[src/cma_pkg.sv]
// Shared constants and types for the macrocell array of the general logic array.
// Assumes one clock domain; the product-term array, the address decode and the
// port registers live outside and arrive here as plain signals.
package cma_pkg;

  ////////////////////////////////////////////////////////////////////////////////
  // Sizes
  localparam int CMA_GROUP_CELLS = 8;   // Output cells in each group
  localparam int CMA_NUM_OCELLS  = 16;  // Output cells, two groups
  localparam int CMA_NUM_ICELLS  = 24;  // Input cells, ports A, B and C
  localparam int CMA_PT_SLOT     = 4;   // Term slots per cell, widest group

  ////////////////////////////////////////////////////////////////////////////////
  // Product-term allocation limits
  localparam logic [3:0] CMA_NATIVE_AB    = 4'h7;   // Three native terms
  localparam logic [3:0] CMA_NATIVE_BC    = 4'hf;   // Four native terms
  localparam logic [7:0] CMA_BORROW_AB    = 8'h77;  // Up to six borrowed terms
  localparam logic [7:0] CMA_BORROW_BC_LO = 8'h1f;  // Cells 0-3: up to five
  localparam logic [7:0] CMA_BORROW_BC_HI = 8'h3f;  // Cells 4-7: up to six

  ////////////////////////////////////////////////////////////////////////////////
  // Reset values
  localparam logic [7:0] CMA_MASK_RESET = 8'h00;  // All cells accept host loads
  localparam logic [7:0] CMA_DATA_RESET = 8'h00;

  ////////////////////////////////////////////////////////////////////////////////
  // Modes and host targets
  typedef enum logic [1:0] {CMA_FF_D, CMA_FF_T, CMA_FF_JK, CMA_FF_SR} cma_ff_e;
  typedef enum logic [1:0] {CMA_IMC_LATCH, CMA_IMC_REG, CMA_IMC_PASS} cma_imc_e;
  typedef enum logic [2:0] {CMA_TGT_CELLS_AB, CMA_TGT_CELLS_BC, CMA_TGT_MASK_AB,
                            CMA_TGT_MASK_BC, CMA_TGT_IMC_A, CMA_TGT_IMC_B,
                            CMA_TGT_IMC_C} cma_target_e;

endpackage

[src/cma_macrocell_array.sv]
// Output and input macrocells of the general logic array with host load/read path.
// Assumes the product terms, the config select decode and strobes are synchronous
// to clk; every cell clock is an edge detected on a sampled select.
//
// Overview of operation
// [RULE1] Host loads sixteen output cells, bit n
// [RULE2] Group AB: three native, six borrowed terms
// [RULE3] Group BC: four native, five/six borrowed
// [RULE4] Donor term granted to one cell only
// [RULE5] XOR polarity, register/combinational mux, pin, feedback
// [RULE6] Flip-flop acts as D, T, JK, SR
// [RULE7] Clock from term or external input, rising
// [RULE8] Preset/clear active high, clear two terms
// [RULE9] Host load overrides preset, clear, clock
// [RULE10] Load on trailing strobe edge or level
// [RULE11] Mask bit one blocks host cell write
// [RULE12] Both masks reset to zero
// [RULE13] Pin enable is term OR direction bit
// [RULE14] Output without enable equation drives always
// [RULE15] Internal node never drives pin, keeps feedback
// [RULE16] Twenty-four input cells: latch, register, pass
// [RULE17] Input cell enable: term or address strobe
// [RULE18] One term per nibble of each port
// [RULE19] Host reads input cells through read buffer
// [RULE20] Address strobe captures high address bits
// [RULE21] Mailbox: host writes out, reads input cells
// [RULE22] Host reads group flip-flops on bits 0-7
`timescale 1ns/100ps

module cma_macrocell_array
  import cma_pkg::*;
#(
  parameter int GROUP_CELLS = CMA_GROUP_CELLS
)
(
  // Clock and reset
  input  wire logic                       clk,
  input  wire logic                       rst_b,
  // Host access, already decoded from the config register select
  input  wire logic                       host_wr_b,
  input  wire logic                       host_rd_b,
  input  wire logic [2:0]                 host_target,
  input  wire logic [7:0]                 host_wdata,
  output logic      [7:0]                 host_rdata,
  // Cell configuration
  input  wire logic                       cfg_level_load,
  input  wire logic [15:0][1:0]           cfg_ff_type,
  input  wire logic [15:0]                cfg_invert,
  input  wire logic [15:0]                cfg_comb,
  input  wire logic [15:0]                cfg_ext_clk,
  input  wire logic [15:0]                cfg_internal,
  input  wire logic [15:0]                cfg_no_oe_eq,
  input  wire logic [15:0][3:0]           cfg_pt_own,
  input  wire logic [15:0][7:0]           cfg_pt_borrow,
  // Product terms from the AND array
  input  wire logic [15:0][3:0]           pt_term,
  input  wire logic [15:0]                pt_aux,
  input  wire logic [15:0]                pt_clk,
  input  wire logic [15:0]                pt_preset,
  input  wire logic [15:0]                pt_clear0,
  input  wire logic [15:0]                pt_clear1,
  input  wire logic [15:0]                pt_oe,
  input  wire logic [15:0]                port_dir,
  input  wire logic                       external_clock_input,
  // Input cells
  input  wire logic [23:0]                port_pin_in,
  input  wire logic                       address_latch_strobe,
  input  wire logic [23:0][1:0]           cfg_imc_mode,
  input  wire logic [23:0]                cfg_imc_strobe,
  input  wire logic [2:0]                 pt_imc_lo,
  input  wire logic [2:0]                 pt_imc_hi,
  // Results
  output logic      [15:0]                cell_pin_out,
  output logic      [15:0]                cell_pin_oe,
  output logic      [15:0]                cell_feedback,
  output logic      [23:0]                imc_logic_bus
);

  ////////////////////////////////////////////////////////////////////////////////
  // Elaboration check: donor wiring and limits assume groups of eight
  if (GROUP_CELLS != CMA_GROUP_CELLS)
  begin : g_bad_size
    $error("GROUP_CELLS must be 8");
  end

  ////////////////////////////////////////////////////////////////////////////////
  // State
  logic [7:0]  mask_ab_ff, mask_bc_ff;     // Host write masks
  logic        wr_prev_ff;                 // Strobe seen active last cycle
  logic [7:0]  wdata_ff;                   // Data captured while strobe active
  logic [2:0]  wtarget_ff;                 // Target captured while strobe active
  logic [7:0]  host_rdata_ff;              // Read buffer
  logic [15:0] cell_q_ff;                  // Output cell flip-flops
  logic [15:0] clk_prev_ff;                // Previous selected cell clock
  logic [15:0] pin_out_ff, pin_oe_ff, fb_ff;
  logic [23:0] imc_q_ff;                   // Input cell storage
  logic [23:0] imc_en_prev_ff;             // Previous input cell enable

  ////////////////////////////////////////////////////////////////////////////////
  // Host strobe decode
  wire        wr_act    = ~host_wr_b;
  wire        rd_act    = ~host_rd_b;
  wire        trailing  = wr_prev_ff & ~wr_act;
  wire        load_go   = cfg_level_load ? wr_act : trailing;       // RULE10
  wire [7:0]  ld_data   = cfg_level_load ? host_wdata : wdata_ff;
  wire [2:0]  ld_target = cfg_level_load ? host_target : wtarget_ff;
  wire        ld_ab     = load_go && (ld_target == 3'(CMA_TGT_CELLS_AB));
  wire        ld_bc     = load_go && (ld_target == 3'(CMA_TGT_CELLS_BC));
  wire [15:0] cell_load = {{8{ld_bc}} & ~mask_bc_ff, {8{ld_ab}} & ~mask_ab_ff}; // RULE1 RULE11

  // Read multiplexer, named targets only; anything else reads zero
  wire [7:0] rd_mux =
    (host_target == 3'(CMA_TGT_CELLS_AB)) ? cell_q_ff[7:0] :             // RULE22
    (host_target == 3'(CMA_TGT_CELLS_BC)) ? cell_q_ff[15:8] :
    (host_target == 3'(CMA_TGT_MASK_AB))  ? mask_ab_ff :
    (host_target == 3'(CMA_TGT_MASK_BC))  ? mask_bc_ff :
    (host_target == 3'(CMA_TGT_IMC_A))    ? imc_q_ff[7:0] :              // RULE19 RULE21
    (host_target == 3'(CMA_TGT_IMC_B))    ? imc_q_ff[15:8] :
    (host_target == 3'(CMA_TGT_IMC_C))    ? imc_q_ff[23:16] : CMA_DATA_RESET;

  ////////////////////////////////////////////////////////////////////////////////
  // Host capture, masks and read buffer
  // Masks always take the trailing edge so a level write cannot glitch them
  always_ff @(posedge clk or negedge rst_b)
  begin
    if (!rst_b)
    begin
      mask_ab_ff    <= CMA_MASK_RESET;                                  // RULE12
      mask_bc_ff    <= CMA_MASK_RESET;                                  // RULE12
      wr_prev_ff    <= 1'b0;
      wdata_ff      <= CMA_DATA_RESET;
      wtarget_ff    <= 3'h0;
      host_rdata_ff <= CMA_DATA_RESET;
    end
    else
    begin
      wr_prev_ff    <= wr_act;
      host_rdata_ff <= rd_act ? rd_mux : CMA_DATA_RESET;
      if (wr_act)
      begin
        wdata_ff   <= host_wdata;
        wtarget_ff <= host_target;
      end
      if (trailing && wtarget_ff == 3'(CMA_TGT_MASK_AB))
        mask_ab_ff <= wdata_ff;
      if (trailing && wtarget_ff == 3'(CMA_TGT_MASK_BC))
        mask_bc_ff <= wdata_ff;
    end
  end

  ////////////////////////////////////////////////////////////////////////////////
  // Product-term allocator
  // A donor lends to its lower neighbour first; the upper one only gets
  // terms that neither the donor nor the lower neighbour holds.
  logic [15:0][3:0] pt_free, grant_up, grant_dn;
  logic [15:0]      pt_sum, sum_pol, clk_sel, clk_rise, cell_mux;

  for (genvar i = 0; i < 16; i++)
  begin : g_alloc
    localparam int G  = i / 8;
    localparam int C  = i % 8;
    localparam int RD = G * 8 + (C + 1) % 8;   // Donor above
    localparam int LD = G * 8 + (C + 7) % 8;   // Donor below
    localparam int LL = G * 8 + (C + 6) % 8;   // Lower neighbour of that donor
    localparam logic [3:0] NAT = (G == 0) ? CMA_NATIVE_AB : CMA_NATIVE_BC;   // RULE2 RULE3
    localparam logic [7:0] LIM = (G == 0) ? CMA_BORROW_AB :
                                 (C < 4) ? CMA_BORROW_BC_LO : CMA_BORROW_BC_HI; // RULE2 RULE3

    assign pt_free[i]  = ~cfg_pt_own[i] & NAT;
    assign grant_up[i] = cfg_pt_borrow[i][3:0] & LIM[3:0] & pt_free[RD];                // RULE4
    assign grant_dn[i] = cfg_pt_borrow[i][7:4] & LIM[7:4] & pt_free[LD] & ~grant_up[LL]; // RULE4
    assign pt_sum[i]   = |(pt_term[i] & cfg_pt_own[i] & NAT) |
                         |(grant_up[i] & pt_term[RD]) | |(grant_dn[i] & pt_term[LD]);
    assign sum_pol[i]  = pt_sum[i] ^ cfg_invert[i];                                      // RULE5
    assign clk_sel[i]  = cfg_ext_clk[i] ? external_clock_input : pt_clk[i];            // RULE7
    assign clk_rise[i] = clk_sel[i] & ~clk_prev_ff[i];                                   // RULE7
    assign cell_mux[i] = cfg_comb[i] ? sum_pol[i] : cell_q_ff[i];                        // RULE5
  end

  ////////////////////////////////////////////////////////////////////////////////
  // Output cell flip-flops and pin drivers
  logic [15:0] ff_next;

  always_comb
  begin
    for (int i = 0; i < 16; i++)
    begin
      case (cma_ff_e'(cfg_ff_type[i]))                                   // RULE6
        CMA_FF_D:  ff_next[i] = sum_pol[i];
        CMA_FF_T:  ff_next[i] = cell_q_ff[i] ^ sum_pol[i];
        CMA_FF_JK: ff_next[i] = (sum_pol[i] & ~cell_q_ff[i]) | (~pt_aux[i] & cell_q_ff[i]);
        default:   ff_next[i] = sum_pol[i] | (~pt_aux[i] & cell_q_ff[i]);  // SR, set wins
      endcase
    end
  end

  // Load beats clear beats preset beats clock edge
  always_ff @(posedge clk or negedge rst_b)
  begin
    if (!rst_b)
    begin
      cell_q_ff   <= 16'h0000;
      clk_prev_ff <= 16'h0000;
      pin_out_ff  <= 16'h0000;
      pin_oe_ff   <= 16'h0000;
      fb_ff       <= 16'h0000;
    end
    else
    begin
      clk_prev_ff <= clk_sel;
      pin_out_ff  <= cell_mux;
      fb_ff       <= cell_mux;                                           // RULE15
      pin_oe_ff   <= ~cfg_internal & (pt_oe | port_dir | cfg_no_oe_eq);  // RULE13 RULE14 RULE15
      for (int i = 0; i < 16; i++)
      begin
        if (cell_load[i])
          cell_q_ff[i] <= ld_data[i % 8];                                // RULE9
        else if (pt_clear0[i] | pt_clear1[i])
          cell_q_ff[i] <= 1'b0;                                          // RULE8
        else if (pt_preset[i])
          cell_q_ff[i] <= 1'b1;                                          // RULE8
        else if (clk_rise[i])
          cell_q_ff[i] <= ff_next[i];
      end
    end
  end

  ////////////////////////////////////////////////////////////////////////////////
  // Input cells
  // Address-strobe enable lets the cells hold address bits above 15
  logic [23:0] imc_en;

  for (genvar j = 0; j < 24; j++)
  begin : g_imc
    wire nib_pt = (j % 8 < 4) ? pt_imc_lo[j / 8] : pt_imc_hi[j / 8];             // RULE18
    assign imc_en[j] = cfg_imc_strobe[j] ? address_latch_strobe : nib_pt;       // RULE17 RULE20
  end

  // A pass cell still costs one cycle, so all three modes share one timing
  always_ff @(posedge clk or negedge rst_b)
  begin
    if (!rst_b)
    begin
      imc_q_ff       <= 24'h000000;
      imc_en_prev_ff <= 24'h000000;
    end
    else
    begin
      imc_en_prev_ff <= imc_en;
      for (int j = 0; j < 24; j++)
      begin
        case (cma_imc_e'(cfg_imc_mode[j]))                               // RULE16
          CMA_IMC_LATCH: if (imc_en[j]) imc_q_ff[j] <= port_pin_in[j];
          CMA_IMC_REG:   if (imc_en[j] && !imc_en_prev_ff[j]) imc_q_ff[j] <= port_pin_in[j];
          default:       imc_q_ff[j] <= port_pin_in[j];
        endcase
      end
    end
  end

  ////////////////////////////////////////////////////////////////////////////////
  // Outputs
  assign host_rdata    = host_rdata_ff;
  assign cell_pin_out  = pin_out_ff;
  assign cell_pin_oe   = pin_oe_ff;
  assign cell_feedback = fb_ff;
  assign imc_logic_bus = imc_q_ff;

  for (genvar k = 0; k < 16; k++)
  begin : g_chk

  end
endmodule

[config.mk]
export PLATFORM = sky130hd
export DESIGN_NAME = cma_macrocell_array
export DESIGN_NICKNAME = d
export VERILOG_FILES = /design/src/cma_pkg.sv /design/src/cma_macrocell_array.sv
export SDC_FILE = /design/constraint.sdc
export NUM_CORES = 1
export LEC_CHECK = 0
export BUFFER_PORTS_ARGS = -buffer_cell sky130_fd_sc_hd__buf_2
export CAP_MARGIN = 20
export CORE_AREA = 2 2 264 266
export CTS_CLUSTER_SIZE = 20
export DETAILED_ROUTE_END_ITERATION = 10
export DIE_AREA = 0 0 266 268
export SETUP_SLACK_MARGIN = 0.05
export SYNTH_ARGS = -nofsm -noshare
export SYNTH_HDL_FRONTEND = slang
export SYNTH_SLANG_ARGS = --single-unit
[constraint.sdc]
create_clock -name clk -period 1.45 [get_ports clk]
set_input_delay 0.29 -clock clk [delete_from_list [all_inputs] [get_ports clk]]
set_output_delay 0.29 -clock clk [all_outputs]
set_load 0.1 [all_outputs]
# Word-level counts from Yosys, hierarchy flattened
# Cells that the tools add are included.
# word_totals
word_cells	910
out_inout_bits	80
register_bits	148
# classes
n_bitwise	346
muxes	219
n_reduce_logical	182
n_eq_ne	113
# ops
op	n
AND 4 bit	48
2-to-1 mux 1 bit	169
OR reduction 4 bit	40
!= test 2 bit, second input constant	48
== test 2 x 1 -> 1 bit, second input constant	40
logical NOT 2 bit	40
bitwise OR 1 bit	80
AND 3 bit	24
2-to-1 mux 8 bit	9
inverter 4 bit	18
AND 3 x 4 -> 4 bit	16
nonzero test 4 bit	16
AND 1 bit	49
inverter 1 bit	49
one-hot mux 1 bit (2 select lines)	24
one-hot mux 1 bit (3 select lines)	16
AND reduction 2 bit	24
== test 2 bit, second input constant	16
bitwise OR 16 bit	2
XOR 1 bit	32
logical AND 1 bit	28
logical NOT 1 bit	24
inverter 3 bit	8
inverter 3 -> 4 bit	6
other kinds (12)	34

# Longest topological paths before layout
# logic_depth
ltp_word	15
mapped_depth	12

# Worst setup path before layout
# OpenSTA, ideal clock, no wires.
# synth_timing
path_kind	in2reg
startpoint	input port pt_term[60] in the netlist's numbering
endpoint	register cell_q_ff[8]
arrival_time_ns	1.881
slack_ns	-0.555
setup_time_ns	0.124
path_stages	12
path_buffers	0
cell_sequence	nor2b_1 > nand3b_1 > o221ai_1 > nor3_1 > xnor2_1 > ha_1 > nor3b_1 > a21oi_1 > o21bai_1 > a211oi_1 > a21oi_1 > o31a_1
# synth_via
elab_chain_len	11
# synth_lines
item	line_no	source
from (decl)	cma_macrocell_array.sv:56	input wire logic [15:0][3:0] pt_term,
AND 4 bit *	cma_macrocell_array.sv:173	|(grant_up[i] & pt_term[RD]) | |(grant_dn[i] & pt_term[LD]);
OR reduction 4 bit *	cma_macrocell_array.sv:173	
bitwise OR 1 bit *	cma_macrocell_array.sv:173	
XOR 1 bit *	cma_macrocell_array.sv:174	assign sum_pol[i] = pt_sum[i] ^ cfg_invert[i];
AND 1 bit	cma_macrocell_array.sv:191	CMA_FF_JK: ff_next[i] = (sum_pol[i] & ~cell_q_ff[i]) | (~pt_aux[i] & cell_q_ff[i]);
bitwise OR 1 bit	cma_macrocell_array.sv:191	
one-hot mux 1 bit (3 select lines) *	cma_macrocell_array.sv:188	case (cma_ff_e'(cfg_ff_type[i]))
2-to-1 mux 1 bit *	cma_macrocell_array.sv:222	else if (clk_rise[i])
2-to-1 mux 1 bit *	cma_macrocell_array.sv:220	else if (pt_preset[i])
2-to-1 mux 1 bit *	cma_macrocell_array.sv:218	else if (pt_clear0[i] | pt_clear1[i])
2-to-1 mux 1 bit *	cma_macrocell_array.sv:216	if (cell_load[i])
to (signal, indexed assignment)	cma_macrocell_array.sv:217	cell_q_ff[i] <= ld_data[i % 8];
to (signal, indexed assignment)	cma_macrocell_array.sv:223	cell_q_ff[i] <= ff_next[i];
to (decl)	cma_macrocell_array.sv:93	logic [15:0] cell_q_ff;
# Every way passes the cells marked *; elsewhere a longest branch is shown, timed or not. The select of a mux whose other input is x is not followed.
# A chain may end at the register's enable or synchronous reset.

# Worst setup path after layout
# layout_timing
startpoint	input port pt_term[28] in the netlist's numbering
endpoint	register cell_q_ff[7]
# layout_via
elab_chain_len	12
# layout_lines
item	line_no	source
AND 3 bit *	cma_macrocell_array.sv:172	assign pt_sum[i] = |(pt_term[i] & cfg_pt_own[i] & NAT) |
OR reduction 3 bit *	cma_macrocell_array.sv:172	
bitwise OR 1 bit * (2 in series)	cma_macrocell_array.sv:173	
XOR 1 bit *	cma_macrocell_array.sv:174	
AND 1 bit	cma_macrocell_array.sv:191	
bitwise OR 1 bit	cma_macrocell_array.sv:191	
one-hot mux 1 bit (3 select lines) *	cma_macrocell_array.sv:188	
2-to-1 mux 1 bit *	cma_macrocell_array.sv:222	
2-to-1 mux 1 bit *	cma_macrocell_array.sv:220	
2-to-1 mux 1 bit *	cma_macrocell_array.sv:218	
2-to-1 mux 1 bit *	cma_macrocell_array.sv:216	
# Marks and branches as above.

==> impl_results.md <==
- Cell leakage power: 8.64 nW
- Die width: 266 um
- Fmax: 540 MHz
- Register bit total from synthesis: 148
- Netlist Area Pre-Place: 9160 um2
- Finished Cell Area: 18600 um2
- Psw: 6.91 mW
- Die area: 71300 um2
- Reg clk slew, reported paths: 0.06 ns
- Power Density: 950 nW/um2
- IO Port Bufs: 627
- Status: complete, but fails checks
- Routed WL per cell: 18.9 um
- # setup viols final: 35
- CP Class: in -> reg
- Initial antenna violation count: 9
- Vias in the first global route: 11.5k
- Syn Nets: 1579
- Seq/Total Area, Yosys: 40.4%
- Drt pass-1 iters: 7
- Worst Reg2Reg Path Length in Cells: 7
- Mapped Avg Cell Area: 9.51 um2
- Top cell type's share of synthesized area: 40.4%
- Drt total wl: 52000 um
- Fin Clk Skew: 0.0111 ns
- Placed Area: 15400 um2
- Post-synth EDFFs: 0
- # IOs: 680
- Final GP Congestion: 0.844
- Nets: 2473
- Clock Tree Root: clkbuf_16
- Commonest cells in the netlist: dfrtp_1, nor2_1, mux2_2, inv_1, nand2_1
- Placed wire-length estimate: 42600 um
- Setup WS post-layout: -0.403 ns
- Minimum clock period: 1.85 ns
- Failing checks: setup timing
- Layout area overhead: 103%
- Netlist cell types: 57
- Total CTS buffers: 17
- Fin crit share: 128%
- Initial Util: 13.4%
- R2r startpoint: wtarget_ff[1]
- Reg2reg end: cell_q_ff[10]
- Peak VDD IR: 0.876 mV
- Required time of the critical path: 1.80 ns
- Largest net degree at the start of global routing: 47
- Seq pwr share: 29.3%
- Post-synth top flop: dfrtp_1
- Combinational power share: 44.4%
- Reg2Reg Setup Slack: -0.34 ns
- Worst slew pin tran: 0.573 ns
- Relative slew slack: 61.7%
- CTS Buffer Depth: 2
- Fin cells: 2755
- Die height: 268 um
- Ranking of synthesized cells by area: dfrtp_1, mux2_2, nor2_1
- Crit. End Element: flip-flop
- YS warnings: 0
- Final Slew Violations: 0
- Crit Path Max Fanout: 2
- Fin util: 27.2%
- Sw Share: 39.1%
- RSZ-0062 raised after global routing: true
- Rows: 96
- Post-DRT Antenna Nets: 0
- Share of cells above drive strength 1: 62.3%
- Vias per inst: 4.13
- # H-tree levels: 4
- Yosys top cell by area: dfrtp_1
- GRT overflow: 0
- Total Routing Usage GR: 13.8%
- Clock share of power: 26.3%
- Skew-Pair Late Insertion Delay: 0.48 ns
- Worst setup path endpoint: cell_q_ff[7]
- Hold Fails Final Rpt: 0
- Worst Setup SP: pt_term[28]
- Min-Delay Path Class: in -> reg
- DRT iter0 DRCs: 519
- Ys async rst share: 100%
- Placed Instances: 2648
- Post-Syn Instances: 963
- Pint: 10.7 mW
- Clock Sinks: 148
- Overall Power: 17.7 mW
- # DRC: 0
- Fillcell total: 7141
- Most frequent cell after synthesis: dfrtp_1
- CTS tree: done
- CP Data Arrival Time: 2.20 ns
- Worst Setup Start Kind: primary input
- Max Cap Viol: 0
- Global-route wire length before repair: 70700 um
- Pre-CTS setup slack: -1.37 ns
- Core area: 68200 um2
- Vias: 11.4k
-- placed cells by master, fill, tap and decap left out, drive strengths merged, types with 15 or more instances in the layout --
master,instances
clkbuf,21
nand2,69
a21oi,67
nor2b,24
dlygate4sd3,50
inv,80
mux2i,19
a31oi,18
o21ai,42
nor4,20
a211oi,15
nor2,103
nor4bb,21
ha,16
buf,856
dfrtp,148
nor3,28
mux2,96
-- worst max-delay path, stage by stage --
cell and delay, ns:
buf_2 0.10, a222oi_1 0.41, nand4_1 0.27, buf_6 0.20, xor2_4 0.15, ha_1 0.17
inv_1 0.06, o221ai_2 0.11, nor3b_2 0.18, nor2_1 0.05, a21oi_1 0.13, a211oi_1 0.06
-- what timing repair did --
item | CTS | global route
hold buffers | 50 | 0
endpoints found under the setup margin | 118 | 102
resized for setup | 295 | 139
setup buffers | 26 | 7
pin swaps | 66 | 83
hold endpoints to repair | 152 | 0
-- through the flow --
stage                     hold WS [ns]  setup TNS, ns
after floorplan               -0.00559          -5.33
after global placement           0.166         -27.91
after detailed placement         0.167         -28.23
after CTS                     0.000836          -5.88
after global routing            0.0300          -8.08
final                           0.0481          -5.23
-- sequential cells by signal (all words and copies together) (netlist names) --
register / flops
cell_pin_oe: 16
imc_en_prev_ff: 24
wtarget_ff: 3
cell_feedback: 16
clk_prev_ff: 16
mask_ab_ff: 8
imc_logic_bus: 24
mask_bc_ff: 8
wr_prev_ff: 1
host_rdata: 8
cell_q_ff: 16
wdata_ff: 8
-- cells by family after synthesis --
| logic type | Yosys count | share of synthesized area, % |
|---|---|---|
| adders and majority gates | 16 | 2.19 |
| AOI/OAI and AO/OA | 242 | 17.8 |
| xor gates and xnor gates | 16 | 1.53 |
| buffers and inverters | 106 | 5.27 |
| and+or+nand+nor | 319 | 18.6 |
| muxes | 116 | 14.1 |
| DFF | 148 | 40.4 |
-- power groups by stage --
stage	clock network, mW	logic [mW]	registers (mW)
global placement	0	6.46	5.15
floorplan	0	2.11	6.38
CTS	4.84	7.49	5.16
finish	4.65	7.83	5.18
global route	4.96	8.27	5.24
detailed placement	0	6.51	5.16
-- area by class of cell --
cell class	instances	area (um2)	share of cell area (%)
timing repair buffer	906	6970	37.5
inverter	75	287	1.54
clock inverter	11	115	0.619
multi-input combinational	709	5880	31.6
tap	882	1100	5.94
clock buffer	21	460	2.48
antenna	3	7.51	0.0404
sequential	148	3760	20.2
-- how the worst min path moves through the flow --
| stage | from | endpoint | slack [ns] | depth (start not counted) |
|---|---|---|---|---|
| global placement | rst_b | imc_en_prev_ff[4] | 0.17 | 1 |
| detailed placement | rst_b | imc_en_prev_ff[4] | 0.17 | 1 |
| floorplan | rst_b | cell_feedback[0] | -0.006 | 0 |
| CTS | pt_clk[13] | clk_prev_ff[13] | 0.0008 | 2 |
| global route | port_pin_in[16] | imc_logic_bus[16] | 0.03 | 2 |
| finish | cfg_no_oe_eq[11] | cell_pin_oe[11] | 0.05 | 3 |
-- routing by layer --
| layer | GRT usage (%) | routed length [um] | vias to the layer above |
|---|---|---|---|
| met1 | 15.7 | 20600 | 5403 |
| met3 | 2.70 | 2740 | 100 |
| met2 | 23.8 | 25600 | 515 |
| met5 | 0 | 44 | - |
| met4 | 8.67 | 3070 | 6 |
| li1 | - | - | 5367 |
Power figures use the tool's default switching activity.
